### config.mk
export PLATFORM = sky130hd
export DESIGN_NAME = holding_brake_interlock_sequencer
export DESIGN_NICKNAME = d
export VERILOG_FILES = /design/src/common/brake_seq_pkg.sv /design/src/hw/ms_tick_gen.sv /design/src/hw/reset_filter.sv /design/src/hw/holding_brake_interlock_sequencer.sv
export VERILOG_INCLUDE_DIRS = /design/src /design/src/common
export SDC_FILE = /design/constraint.sdc
export NUM_CORES = 1
export LEC_CHECK = 0
export BUFFER_PORTS_ARGS = -buffer_cell sky130_fd_sc_hd__buf_2
export CAP_MARGIN = 15
export CORE_ASPECT_RATIO = 2
export CORE_MARGIN = 3
export CORE_UTILIZATION = 55
export CTS_CLUSTER_DIAMETER = 200
export DETAILED_ROUTE_END_ITERATION = 6
export PLACE_DENSITY = 0.78
export SLEW_MARGIN = 20
export SYNTH_ARGS = -nofsm -noshare
export SYNTH_HDL_FRONTEND = slang
export SYNTH_SLANG_ARGS = --single-unit
### constraint.sdc
create_clock -name core_clk_i -period 2.9 [get_ports core_clk_i]
set_input_delay 0.145 -clock core_clk_i [delete_from_list [all_inputs] [get_ports core_clk_i]]
set_output_delay 0.145 -clock core_clk_i [all_outputs]
set_load 0.01 [all_outputs]
### src/common/brake_seq_defs.svh
// Timing constants and reset values for the holding brake sequencer
`ifndef BRAKE_SEQ_DEFS_SVH
`define BRAKE_SEQ_DEFS_SVH

`define CLK_HZ               20000000
`define MS_TICK_CYCLES       (`CLK_HZ / 1000)
`define RESET_FILTER_MS_DEF  120
`define REST_SPEED_RPM       30
`define SPEED_W              16
`define DELAY_W              16

`endif

### src/common/brake_seq_pkg.sv
// Types shared by the holding brake sequencer
package brake_seq_pkg;

  typedef enum logic [2:0] {
    ST_OFF,
    ST_WAIT_REST,
    ST_ON,
    ST_STOP_DELAY,
    ST_RUN_DELAY,
    ST_ALARM
  } seq_state_t;

  typedef enum logic [1:0] {
    DB_HOLD_DB,
    DB_FREE_DB,
    DB_HOLD_FREE,
    DB_FREE_FREE
  } stop_sel_t;

endpackage : brake_seq_pkg

### src/hw/ms_tick_gen.sv
// Millisecond enable pulse divider
`timescale 1ns/1ns
`include "brake_seq_defs.svh"

module ms_tick_gen #(
  parameter int unsigned DIV = `MS_TICK_CYCLES
) (
  input  wire logic core_clk_i,
  input  wire logic rst_i,
  output logic      tick_o
);
  logic [31:0] cnt_q;
  wire         wrap = (cnt_q == 32'(DIV - 1));

  always_ff @(posedge core_clk_i or posedge rst_i) begin
    if (rst_i) begin
      cnt_q  <= 32'h0;
      tick_o <= 1'b0;
    end else begin
      cnt_q  <= wrap ? 32'h0 : cnt_q + 32'h1;
      tick_o <= wrap;
    end
  end
endmodule : ms_tick_gen

### src/hw/reset_filter.sv
// Alarm reset input qualifier: must be held for a number of ms ticks
`timescale 1ns/1ns
`include "brake_seq_defs.svh"

module reset_filter #(
  parameter int unsigned W = `DELAY_W
) (
  input  wire logic         core_clk_i,
  input  wire logic         rst_i,
  input  wire logic         tick_i,
  input  wire logic         level_i,
  input  wire logic [W-1:0] hold_ms_i,
  output logic              pulse_o
);
  logic [W-1:0] cnt_q;
  logic         done_q;
  wire          reached = (cnt_q >= hold_ms_i);

  // One pulse per held assertion; release re-arms
  always_ff @(posedge core_clk_i or posedge rst_i) begin
    if (rst_i) begin
      cnt_q   <= '0;
      done_q  <= 1'b0;
      pulse_o <= 1'b0;
    end else begin
      pulse_o <= 1'b0;
      if (!level_i) begin
        cnt_q  <= '0;
        done_q <= 1'b0;
      end else if (reached && !done_q) begin
        pulse_o <= 1'b1;
        done_q  <= 1'b1;
      end else if (tick_i && !reached) begin
        cnt_q <= cnt_q + 1'b1;
      end
    end
  end
endmodule : reset_filter

### src/hw/holding_brake_interlock_sequencer.sv
// Holding brake interlock sequencer: servo on/off, alarm and brake release timing
//
// Summary of operation
// - Brake release output asserts only after servo control requests brake release.
// - Servo off at standstill: wait stop brake delay, then brake and unpower.
// - Servo off running: brake and unpower at earlier of run delay or threshold.
// - Stopped sequence: servo on only once speed is about 30 r/min or less.
// - Running sequence: servo on only once speed is at or below threshold.
// - Servo on reasserted while decelerating is ignored until the motor rests.
// - At servo off the dynamic brake follows the stop selection setting.
// - Alarm in servo on: dynamic brake per selection, brake with running timing.
// - Main power loss while running raises an alarm and alarm sequencing.
// - Alarm reset recognised only after held for filter time, default 120 ms.
// - After alarm reset stay servo off; a fresh servo on is needed.
`timescale 1ns/1ns
`include "brake_seq_defs.svh"

module holding_brake_interlock_sequencer
  import brake_seq_pkg::*;
#(
  parameter int unsigned SPEED_W   = `SPEED_W,
  parameter int unsigned DELAY_W   = `DELAY_W,
  parameter int unsigned MS_CYCLES = `MS_TICK_CYCLES,
  parameter int unsigned REST_RPM  = `REST_SPEED_RPM
) (
  // Clock and reset
  input  wire logic               core_clk_i,
  input  wire logic               rst_i,
  // Host commands
  input  wire logic               servo_on_cmd_i,
  input  wire logic               alarm_reset_i,
  input  wire logic               brake_release_req_i,
  // Drive status
  input  wire logic [SPEED_W-1:0] motor_speed_i,
  input  wire logic               alarm_i,
  input  wire logic               main_power_ok_i,
  // Configuration
  input  wire logic [DELAY_W-1:0] stop_brake_delay_i,
  input  wire logic [DELAY_W-1:0] run_brake_delay_i,
  input  wire logic [SPEED_W-1:0] brake_speed_threshold_i,
  input  wire logic [1:0]         servo_off_stop_select_i,
  input  wire logic [DELAY_W-1:0] alarm_reset_filter_time_i,
  // Outputs to power stage, brake and host
  output logic                    brake_release_output_o,
  output logic                    motor_power_o,
  output logic                    dynamic_brake_o,
  output logic                    servo_ready_o,
  output logic                    alarm_active_o
);

  // ==========================================================
  // Helpers
  // ==========================================================
  localparam logic [SPEED_W-1:0] REST_SPEED = SPEED_W'(REST_RPM);

  function automatic logic at_or_below(input logic [SPEED_W-1:0] spd,
                                       input logic [SPEED_W-1:0] lim);
    return spd <= lim;
  endfunction : at_or_below

  // Dynamic brake during deceleration (bit1=0) or after stop (bit0=0)
  function automatic logic db_on(input logic [1:0] sel, input logic stopped);
    return stopped ? !sel[0] : !sel[1];
  endfunction : db_on

  // ==========================================================
  // Sub-blocks
  // ==========================================================
  logic ms_tick;
  logic reset_pulse;

  ms_tick_gen #(
    .DIV (MS_CYCLES)
  ) u_tick (
    .core_clk_i (core_clk_i),
    .rst_i      (rst_i),
    .tick_o     (ms_tick)
  );

  reset_filter #(
    .W (DELAY_W)
  ) u_rst_filt (
    .core_clk_i (core_clk_i),
    .rst_i      (rst_i),
    .tick_i     (ms_tick),
    .level_i    (alarm_reset_i),
    .hold_ms_i  (alarm_reset_filter_time_i),
    .pulse_o    (reset_pulse)
  );

  // ==========================================================
  // State
  // ==========================================================
  seq_state_t         state_q, state_d;
  logic [DELAY_W-1:0] tmr_q, tmr_d;
  logic               alarm_q, alarm_d;
  logic               need_fresh_q, need_fresh_d;

  wire at_rest      = at_or_below(motor_speed_i, REST_SPEED);
  wire below_thresh = at_or_below(motor_speed_i, brake_speed_threshold_i);
  wire fault        = alarm_i || !main_power_ok_i;
  wire stop_expired = (tmr_q >= stop_brake_delay_i);
  wire run_expired  = (tmr_q >= run_brake_delay_i);
  wire tmr_step     = ms_tick && (tmr_q != {DELAY_W{1'b1}});

  // ==========================================================
  // Next state
  // ==========================================================
  always_comb begin
    state_d      = state_q;
    tmr_d        = tmr_q;
    alarm_d      = alarm_q || fault;
    need_fresh_d = need_fresh_q;
    if (!servo_on_cmd_i) begin
      need_fresh_d = 1'b0;
    end
    unique case (state_q)
      ST_OFF: begin
        tmr_d = '0;
        if (alarm_q || fault) begin
          state_d = ST_ALARM;
        end else if (servo_on_cmd_i && !need_fresh_q) begin
          state_d = ST_WAIT_REST;
        end
      end
      ST_WAIT_REST: begin
        if (alarm_q || fault) begin
          state_d = ST_ALARM;
        end else if (!servo_on_cmd_i) begin
          state_d = ST_OFF;
        end else if (at_rest && below_thresh) begin
          state_d = ST_ON;
        end
      end
      ST_ON: begin
        tmr_d = '0;
        if (fault) begin
          state_d = ST_RUN_DELAY;
        end else if (!servo_on_cmd_i) begin
          state_d = at_rest ? ST_STOP_DELAY : ST_RUN_DELAY;
        end
      end
      ST_STOP_DELAY: begin
        if (tmr_step) begin
          tmr_d = tmr_q + 1'b1;
        end
        if (stop_expired) begin
          state_d = alarm_q ? ST_ALARM : ST_OFF;
        end
      end
      ST_RUN_DELAY: begin
        if (tmr_step) begin
          tmr_d = tmr_q + 1'b1;
        end
        if (run_expired || below_thresh) begin
          state_d = alarm_q ? ST_ALARM : ST_OFF;
        end
      end
      ST_ALARM: begin
        tmr_d = '0;
        if (reset_pulse && !fault) begin
          state_d      = ST_OFF;
          alarm_d      = 1'b0;
          need_fresh_d = 1'b1;
        end
      end
      default: begin
        state_d = ST_OFF;
      end
    endcase
  end

  // ==========================================================
  // Outputs
  // ==========================================================
  wire powered  = (state_d == ST_ON) || (state_d == ST_STOP_DELAY) || (state_d == ST_RUN_DELAY);
  // Release stays up through the off delays so the brake closes as power goes
  wire release_d = powered && brake_release_req_i;
  wire db_d     = !powered && db_on(servo_off_stop_select_i, at_rest);

  always_ff @(posedge core_clk_i or posedge rst_i) begin
    if (rst_i) begin
      state_q                <= ST_OFF;
      tmr_q                  <= '0;
      alarm_q                <= 1'b0;
      need_fresh_q           <= 1'b1;
      brake_release_output_o <= 1'b0;
      motor_power_o          <= 1'b0;
      dynamic_brake_o        <= 1'b1;
      servo_ready_o          <= 1'b0;
      alarm_active_o         <= 1'b0;
    end else begin
      state_q                <= state_d;
      tmr_q                  <= tmr_d;
      alarm_q                <= alarm_d;
      need_fresh_q           <= need_fresh_d;
      brake_release_output_o <= release_d;
      motor_power_o          <= powered;
      dynamic_brake_o        <= db_d;
      servo_ready_o          <= (state_d == ST_ON);
      alarm_active_o         <= alarm_d;
    end
  end

endmodule : holding_brake_interlock_sequencer

Word level (Yosys, flattened, before mapping):

Index checks and enable logic that the tools add are counted.

* flip-flop bits (word level): 76
* output and inout bits: 5

* order comparisons: 5
* eq/ne operators: 14
* muxes and demuxes: 29
* reductions and logical operators: 27
* $add $sub $neg: 3

Operator list (number)
* 2-to-1 mux 16 bit: 4
* >= comparator 16 bit: 3
* 2-to-1 mux 3 bit: 12
* adder 16 x 1 -> 16 bit, second input constant: 2
* adder 32 x 1 -> 32 bit, second input constant: 1
* == test 32 x 15 -> 1 bit, second input constant: 1
* 2-to-1 mux 32 bit: 1
* case mux 16 bit (2 select lines): 1
* case mux 3 bit (6 select lines): 1
* less-or-equal comparator 16 bit: 1
* less-or-equal comparator 16 x 5 -> 1 bit, second input constant: 1
* inequality test 16 bit, second input constant: 1
* == test 3 x 2 -> 1 bit, second input constant: 4
* 2-to-1 mux 1 bit: 10
* == test 3 bit, second input constant: 3
* logical AND 1 bit: 8
* zero test 1 bit: 8
* inequality test 2 x 1 -> 1 bit, second input constant: 3
* logical OR 1 bit: 5
* AND reduction 2 bit: 2
* == test 3 x 1 -> 1 bit, second input constant: 1
* zero test 3 bit: 1
* OR reduction 3 bit: 1
* inequality test 2 bit, second input constant: 1
* 2 further kinds: 2

Longest topological paths before layout:

* depth after elaboration: 11
* depth in mapped cells: 9
* depth with buffers taken out: 9

Cells and area by module:

From an unflattened synthesis, not the netlist that was laid out.

* cells, all modules: 637
* area, all modules: 5904.4 um^2

Modules (own cells, without submodules)
* holding_brake_interlock_sequencer: instances 1, cells each 316, area an instance 2712.6 um^2
* ms_tick_gen: instances 1, cells each 145, area an instance 1646.6 um^2
* reset_filter: instances 1, cells each 176, area an instance 1545.2 um^2

Worst setup path before layout:

OpenSTA, ideal clock, no wires.

* kind: register to register
* start: reg u_rst_filt.cnt_q[9]
* end: reg u_rst_filt.cnt_q[14]
* arrival: 2.092 ns
* path slack: 0.685 ns
* path buffers: 0
* stages on the path, launching flop included: 9
* library setup time: 0.123 ns
* cell sequence: dfrtp_1 ha_1 a21o_1 a21o_1 a211oi_1 o22ai_1 nor4_2 nand3_1 mux2i_1

* cells in the longest elaborated chain, start to end: 5
* elaborated cells between the ends (all ways): 11

Ends and longest elaborated chain
* start, declared: RTL line reset_filter.sv:15 `logic [W-1:0] cnt_q;`
* start signal, assigned: RTL line reset_filter.sv:34 `cnt_q <= cnt_q + 1'b1;`
* >= comparator 16 bit: RTL line reset_filter.sv:17 `wire reached = (cnt_q >= hold_ms_i);`
* zero test 1 bit: RTL line reset_filter.sv:33 `end else if (tick_i && !reached) begin`
* logical AND 1 bit: RTL line reset_filter.sv:33
* inequality test 2 x 1 -> 1 bit (no line)
* AND reduction 2 bit (no line)

Parallel ways exist; a longest one is shown, timed or not. The select of a mux whose other input is x is not followed.
A chain may end at the register's enable or synchronous reset.

Worst setup path after layout:

* start: reg tmr_q[0]
* end: reg dynamic_brake_o

* cells in the longest elaborated chain, start to end: 9
* elaborated cells between the ends (all ways): 13

Ends and longest elaborated chain
* start, declared: RTL line holding_brake_interlock_sequencer.sv:95 `logic [DELAY_W-1:0] tmr_q, tmr_d;`
* start signal, assigned: RTL line holding_brake_interlock_sequencer.sv:194 `tmr_q <= tmr_d;`
* >= comparator 16 bit: RTL line holding_brake_interlock_sequencer.sv:103 `wire run_expired = (tmr_q >= run_brake_delay_i);`
* logical OR 1 bit: RTL line holding_brake_interlock_sequencer.sv:155 `if (run_expired || below_thresh) begin`
* 2-to-1 mux 3 bit: RTL line holding_brake_interlock_sequencer.sv:155
* case mux 3 bit (6 select lines) *: RTL line holding_brake_interlock_sequencer.sv:117 `unique case (state_q)`
* == test 3 x 2 -> 1 bit: RTL line holding_brake_interlock_sequencer.sv:176 `wire powered = (state_d == ST_ON) || (state_d == ST_STOP_DELAY) || (state_d == ST_RUN_DELAY);`
* logical OR 1 bit: RTL line holding_brake_interlock_sequencer.sv:176
* logical OR 1 bit *: RTL line holding_brake_interlock_sequencer.sv:176
* zero test 1 bit *: RTL line holding_brake_interlock_sequencer.sv:179 `wire db_d = !powered && db_on(servo_off_stop_select_i, at_rest);`
* logical AND 1 bit *: RTL line holding_brake_interlock_sequencer.sv:179
* named net db_d: RTL line holding_brake_interlock_sequencer.sv:179
* end signal, assigned: RTL line holding_brake_interlock_sequencer.sv:189 `dynamic_brake_o <= 1'b1;`
* end signal, assigned: RTL line holding_brake_interlock_sequencer.sv:199 `dynamic_brake_o <= db_d;`
* end, declared: RTL line holding_brake_interlock_sequencer.sv:46 `output logic dynamic_brake_o,`

The timed path passes the listed nets; every way through them passes the cells marked *.

==> impl_results.md <==
* Sequential group share of total power at 0.407
* Largest net degree at the start of global routing at 53
* Number of antenna violations at the first check in global routing at 0
* Switching Power at 0.000690 W
* Port Buffer Count at 93
* HPWL after DPL at 9920 µm
* Worst Tran Pin Value at 0.869 ns
* Endpoint kind of the worst setup timing path: flip-flop
* Post-Route Setup TNS at 0 ns
* Number of sinks on the clock net at 76
* Max-slew headroom at 0.416
* Net count reported at finish at 846
* Leak Pwr at 3.32 nW
* Horizontal die dimension at 75.6 µm
* Clock period minus final worst setup slack at 2.62 ns
* Wire length of the first global-routing pass at 20100 µm
* Routing usage on met3 at 0.0423
* Total core area at 0.00938 mm²
* Crit path required time at 3.17 ns
* Worst IR Drop VDD at 478 µV
* Crit Path Max Fanout at 5
* Met1 GRT Util at 0.211
* Synthesized area at 0.00534 mm²
* Count of flip-flops with a built-in enable after synthesis at 0
* Cell taking the most area after synthesis: sky130_fd_sc_hd__dfrtp_1
* Syn_nets at 746
* Kind of launch point of the worst setup path: flip-flop
* Total routed wirelength at 12500 µm
* Cell with the most instances after synthesis: sky130_fd_sc_hd__dfrtp_1
* Total power per unit cell area at 434 mW/mm²
* Run status: completed
* Achievable Freq at 382 MHz
* Final Wtd Congestion at 0.922
* Clock slew at the register clock pins of the worst setup and hold paths at 0.06 ns
* DR vias at 4662
* Avg Synthesized Cell Area at 9.04 µm²
* Cell at the root of the clock tree: sky130_fd_sc_hd__clkbuf_16
* Die extent in y at 145 µm
* Total of max-cap violations at 0
* Starting utilization of the core area at 0.569
* Final Hold Viols at 0
* Final max-slew violation count at 0
* Post-route ant nets at 0
* Final worst clock skew at 0.00495 ns
* FFs w/ async S/R, synth at 1.00
* Share of synthesized area occupied by flip-flops and latches at 0.357
* Final core area utilization at 0.667
* Wire length per cell after detailed routing at 15.6 µm
* Via count of the first global-routing pass at 4838
* Classification of the worst-slack hold path: in2reg
* Global-route track usage on met2 at 0.435
* Area growth, synth to finish at 17.3%
* Via-to-Cell Ratio at 5.83
* Most used routing layer: met2
* Fraction of power spent switching nets at 0.254
* Number of buffers created by CTS at 9
* Boundary Pins at 94
* Post-CTS repair timing setup buffer count at 0
* Maximum root-to-sink buffer count at 2
* Initial drt markers at 144
* Yosys top cell area share at 0.347
* Worst setup path category: reg2reg
* Tot GR Track Use at 0.233
* Full die area at 0.0110 mm²
* Comb pwr share at 0.152
* Setup repair after global routing missed its margin: false
* Number of synthesized register bits at 76
* Data arrival time at the worst-slack endpoint at 2.89 ns
* Primary flip-flop cell chosen by synthesis mapping: sky130_fd_sc_hd__dfrtp_1
* Maximum level of the CTS H-tree at 3
* Pint at 0.00203 W
* Cells after synthesis at 590
* Length of the first detailed-routing pass in iterations at 4
* Final setup violation count at 0
* CTS tree: done
* Rows at 50
* Inserted Diodes at 0
* Period Utilization, post-route at 0.903
* Overall overflow remaining after global route at 0
* Most instantiated cells after synthesis: sky130_fd_sc_hd__dfrtp_1, sky130_fd_sc_hd__inv_1, sky130_fd_sc_hd__ha_1
* Share of layout cells above drive strength 1 at 0.183
* Top post-synthesis cells by area: sky130_fd_sc_hd__dfrtp_1, sky130_fd_sc_hd__ha_1, sky130_fd_sc_hd__inv_1
* Cell variety after synth at 54
* Final routed DRC violation total at 0
* Number of warnings issued by yosys at 0
* Portion of total power attributed to the clock network at 0.441
* Skew-Pair Late Insertion Delay at 0.34 ns
routing by layer:
| metal | up-vias | share of wire |
|---|---|---|
| met5 | - | 0 |
| met4 | 0 | 0.056 |
| met3 | 60 | 0.037 |
| met2 | 133 | 0.56 |
| met1 | 2204 | 0.35 |
| li1 | 2265 | - |
timing repair:
item | CTS | global route
endpoints found under the setup margin | 0 | 4
hold endpoints to repair | 23 | 0
hold buffers | 1 | 0
resized for setup | 0 | 1
stage by stage:
| step | power (W) | std cells | area [µm²] | setup WS, ns | hold WS [ns] |
|---|---|---|---|---|---|
| 2_1_floorplan | 0.00138 | 590 | 5340 | 0.685 | 0.251 |
| 3_3_place_gp | 0.00152 | 782 | 5930 | 0.300 | 0.226 |
| 3_5_place_dp | 0.00154 | 782 | 5930 | 0.241 | 0.243 |
| 4_1_cts | 0.00274 | 799 | 6260 | 0.226 | 0.0364 |
| 5_1_grt | 0.00282 | 799 | 6260 | 0.0199 | 0.0507 |
| 6_report | 0.00272 | 799 | 6260 | 0.282 | 0.0487 |
flip-flops by register name, indices dropped and copies added (netlist names):
signal / cells
servo_ready_o: 1
dynamic_brake_o: 1
u_tick.cnt_q: 32
tmr_q: 16
u_rst_filt.pulse_o: 1
state_q: 3
u_rst_filt.cnt_q: 16
u_tick.tick_o: 1
motor_power_o: 1
brake_release_output_o: 1
u_rst_filt.done_q: 1
need_fresh_q: 1
alarm_q: 1
layout by cell type (no fill, tap or decap), types with 13 or more instances in the layout:
cell type	count
sky130_fd_sc_hd__nand2_1	47
sky130_fd_sc_hd__nor2_1	44
sky130_fd_sc_hd__xor2_1	25
sky130_fd_sc_hd__o21ai_0	15
sky130_fd_sc_hd__ha_1	67
sky130_fd_sc_hd__dfrtp_1	74
sky130_fd_sc_hd__nand3_1	36
sky130_fd_sc_hd__xnor2_1	24
sky130_fd_sc_hd__nand2b_1	13
sky130_fd_sc_hd__buf_2	93
sky130_fd_sc_hd__a21oi_1	25
sky130_fd_sc_hd__nand4_1	27
sky130_fd_sc_hd__inv_1	71
power by group through the flow:
stage / Sequential, W / Clock, W / Combinational (W)
3_5_place_dp: 0.00112 / 0 / 0.000411
5_1_grt: 0.00111 / 0.00125 / 0.000459
4_1_cts: 0.00111 / 0.00122 / 0.000414
3_3_place_gp: 0.00112 / 0 / 0.000393
2_1_floorplan: 0.00112 / 0 / 0.000267
6_report: 0.00111 / 0.00120 / 0.000413
worst paths after layout:
path	from	end	slack, ns	cells after the start
worst max-delay path	tmr_q[0]	dynamic_brake_o	0.28	9
worst min-delay path	brake_release_req_i	brake_release_output_o	0.05	2
worst max register to register	tmr_q[0]	dynamic_brake_o	0.28	9
worst min register to register	u_tick.cnt_q[0]	u_tick.cnt_q[0]	0.47	1
max in group asynchronous	rst_i	need_fresh_q	1.76	4
min in group asynchronous	rst_i	u_tick.cnt_q[24]	0.41	3
critical path, stage by stage, from the launching register on:
cell and delay [ns]:
sky130_fd_sc_hd__dfrtp_1 0.41, sky130_fd_sc_hd__inv_1 0.08, sky130_fd_sc_hd__ha_1 0.26, sky130_fd_sc_hd__nand2b_1 0.14
sky130_fd_sc_hd__a2111oi_1 0.57, sky130_fd_sc_hd__nor4b_1 0.15, sky130_fd_sc_hd__nor4b_1 0.41, sky130_fd_sc_hd__a21o_1 0.23
sky130_fd_sc_hd__nand3_2 0.08, sky130_fd_sc_hd__o211a_1 0.23
cell type report:
type,instances,area (µm²)
clock buffer,12,246
clock inverter,4,72.6
fill,776,3120
inverter,72,270
multi-input combinational,435,3130
sequential,76,1900
tap,104,130
timing repair buffer,96,503
logic make-up (layout without fill, tap and decap cells):
kind of cell               after synthesis  in the layout  synth area share
and+or+nand+nor                        229            229             0.228
buffers and inverters                   79            184            0.0560
AOI/OAI and AO/OA                       78             78            0.0980
DFF                                     76             76             0.357
adders and majority gates               67             67             0.157
xor gates and xnor gates                49             49            0.0804
muxes                                   12             12            0.0235
Power figures use the tool's default switching activity.
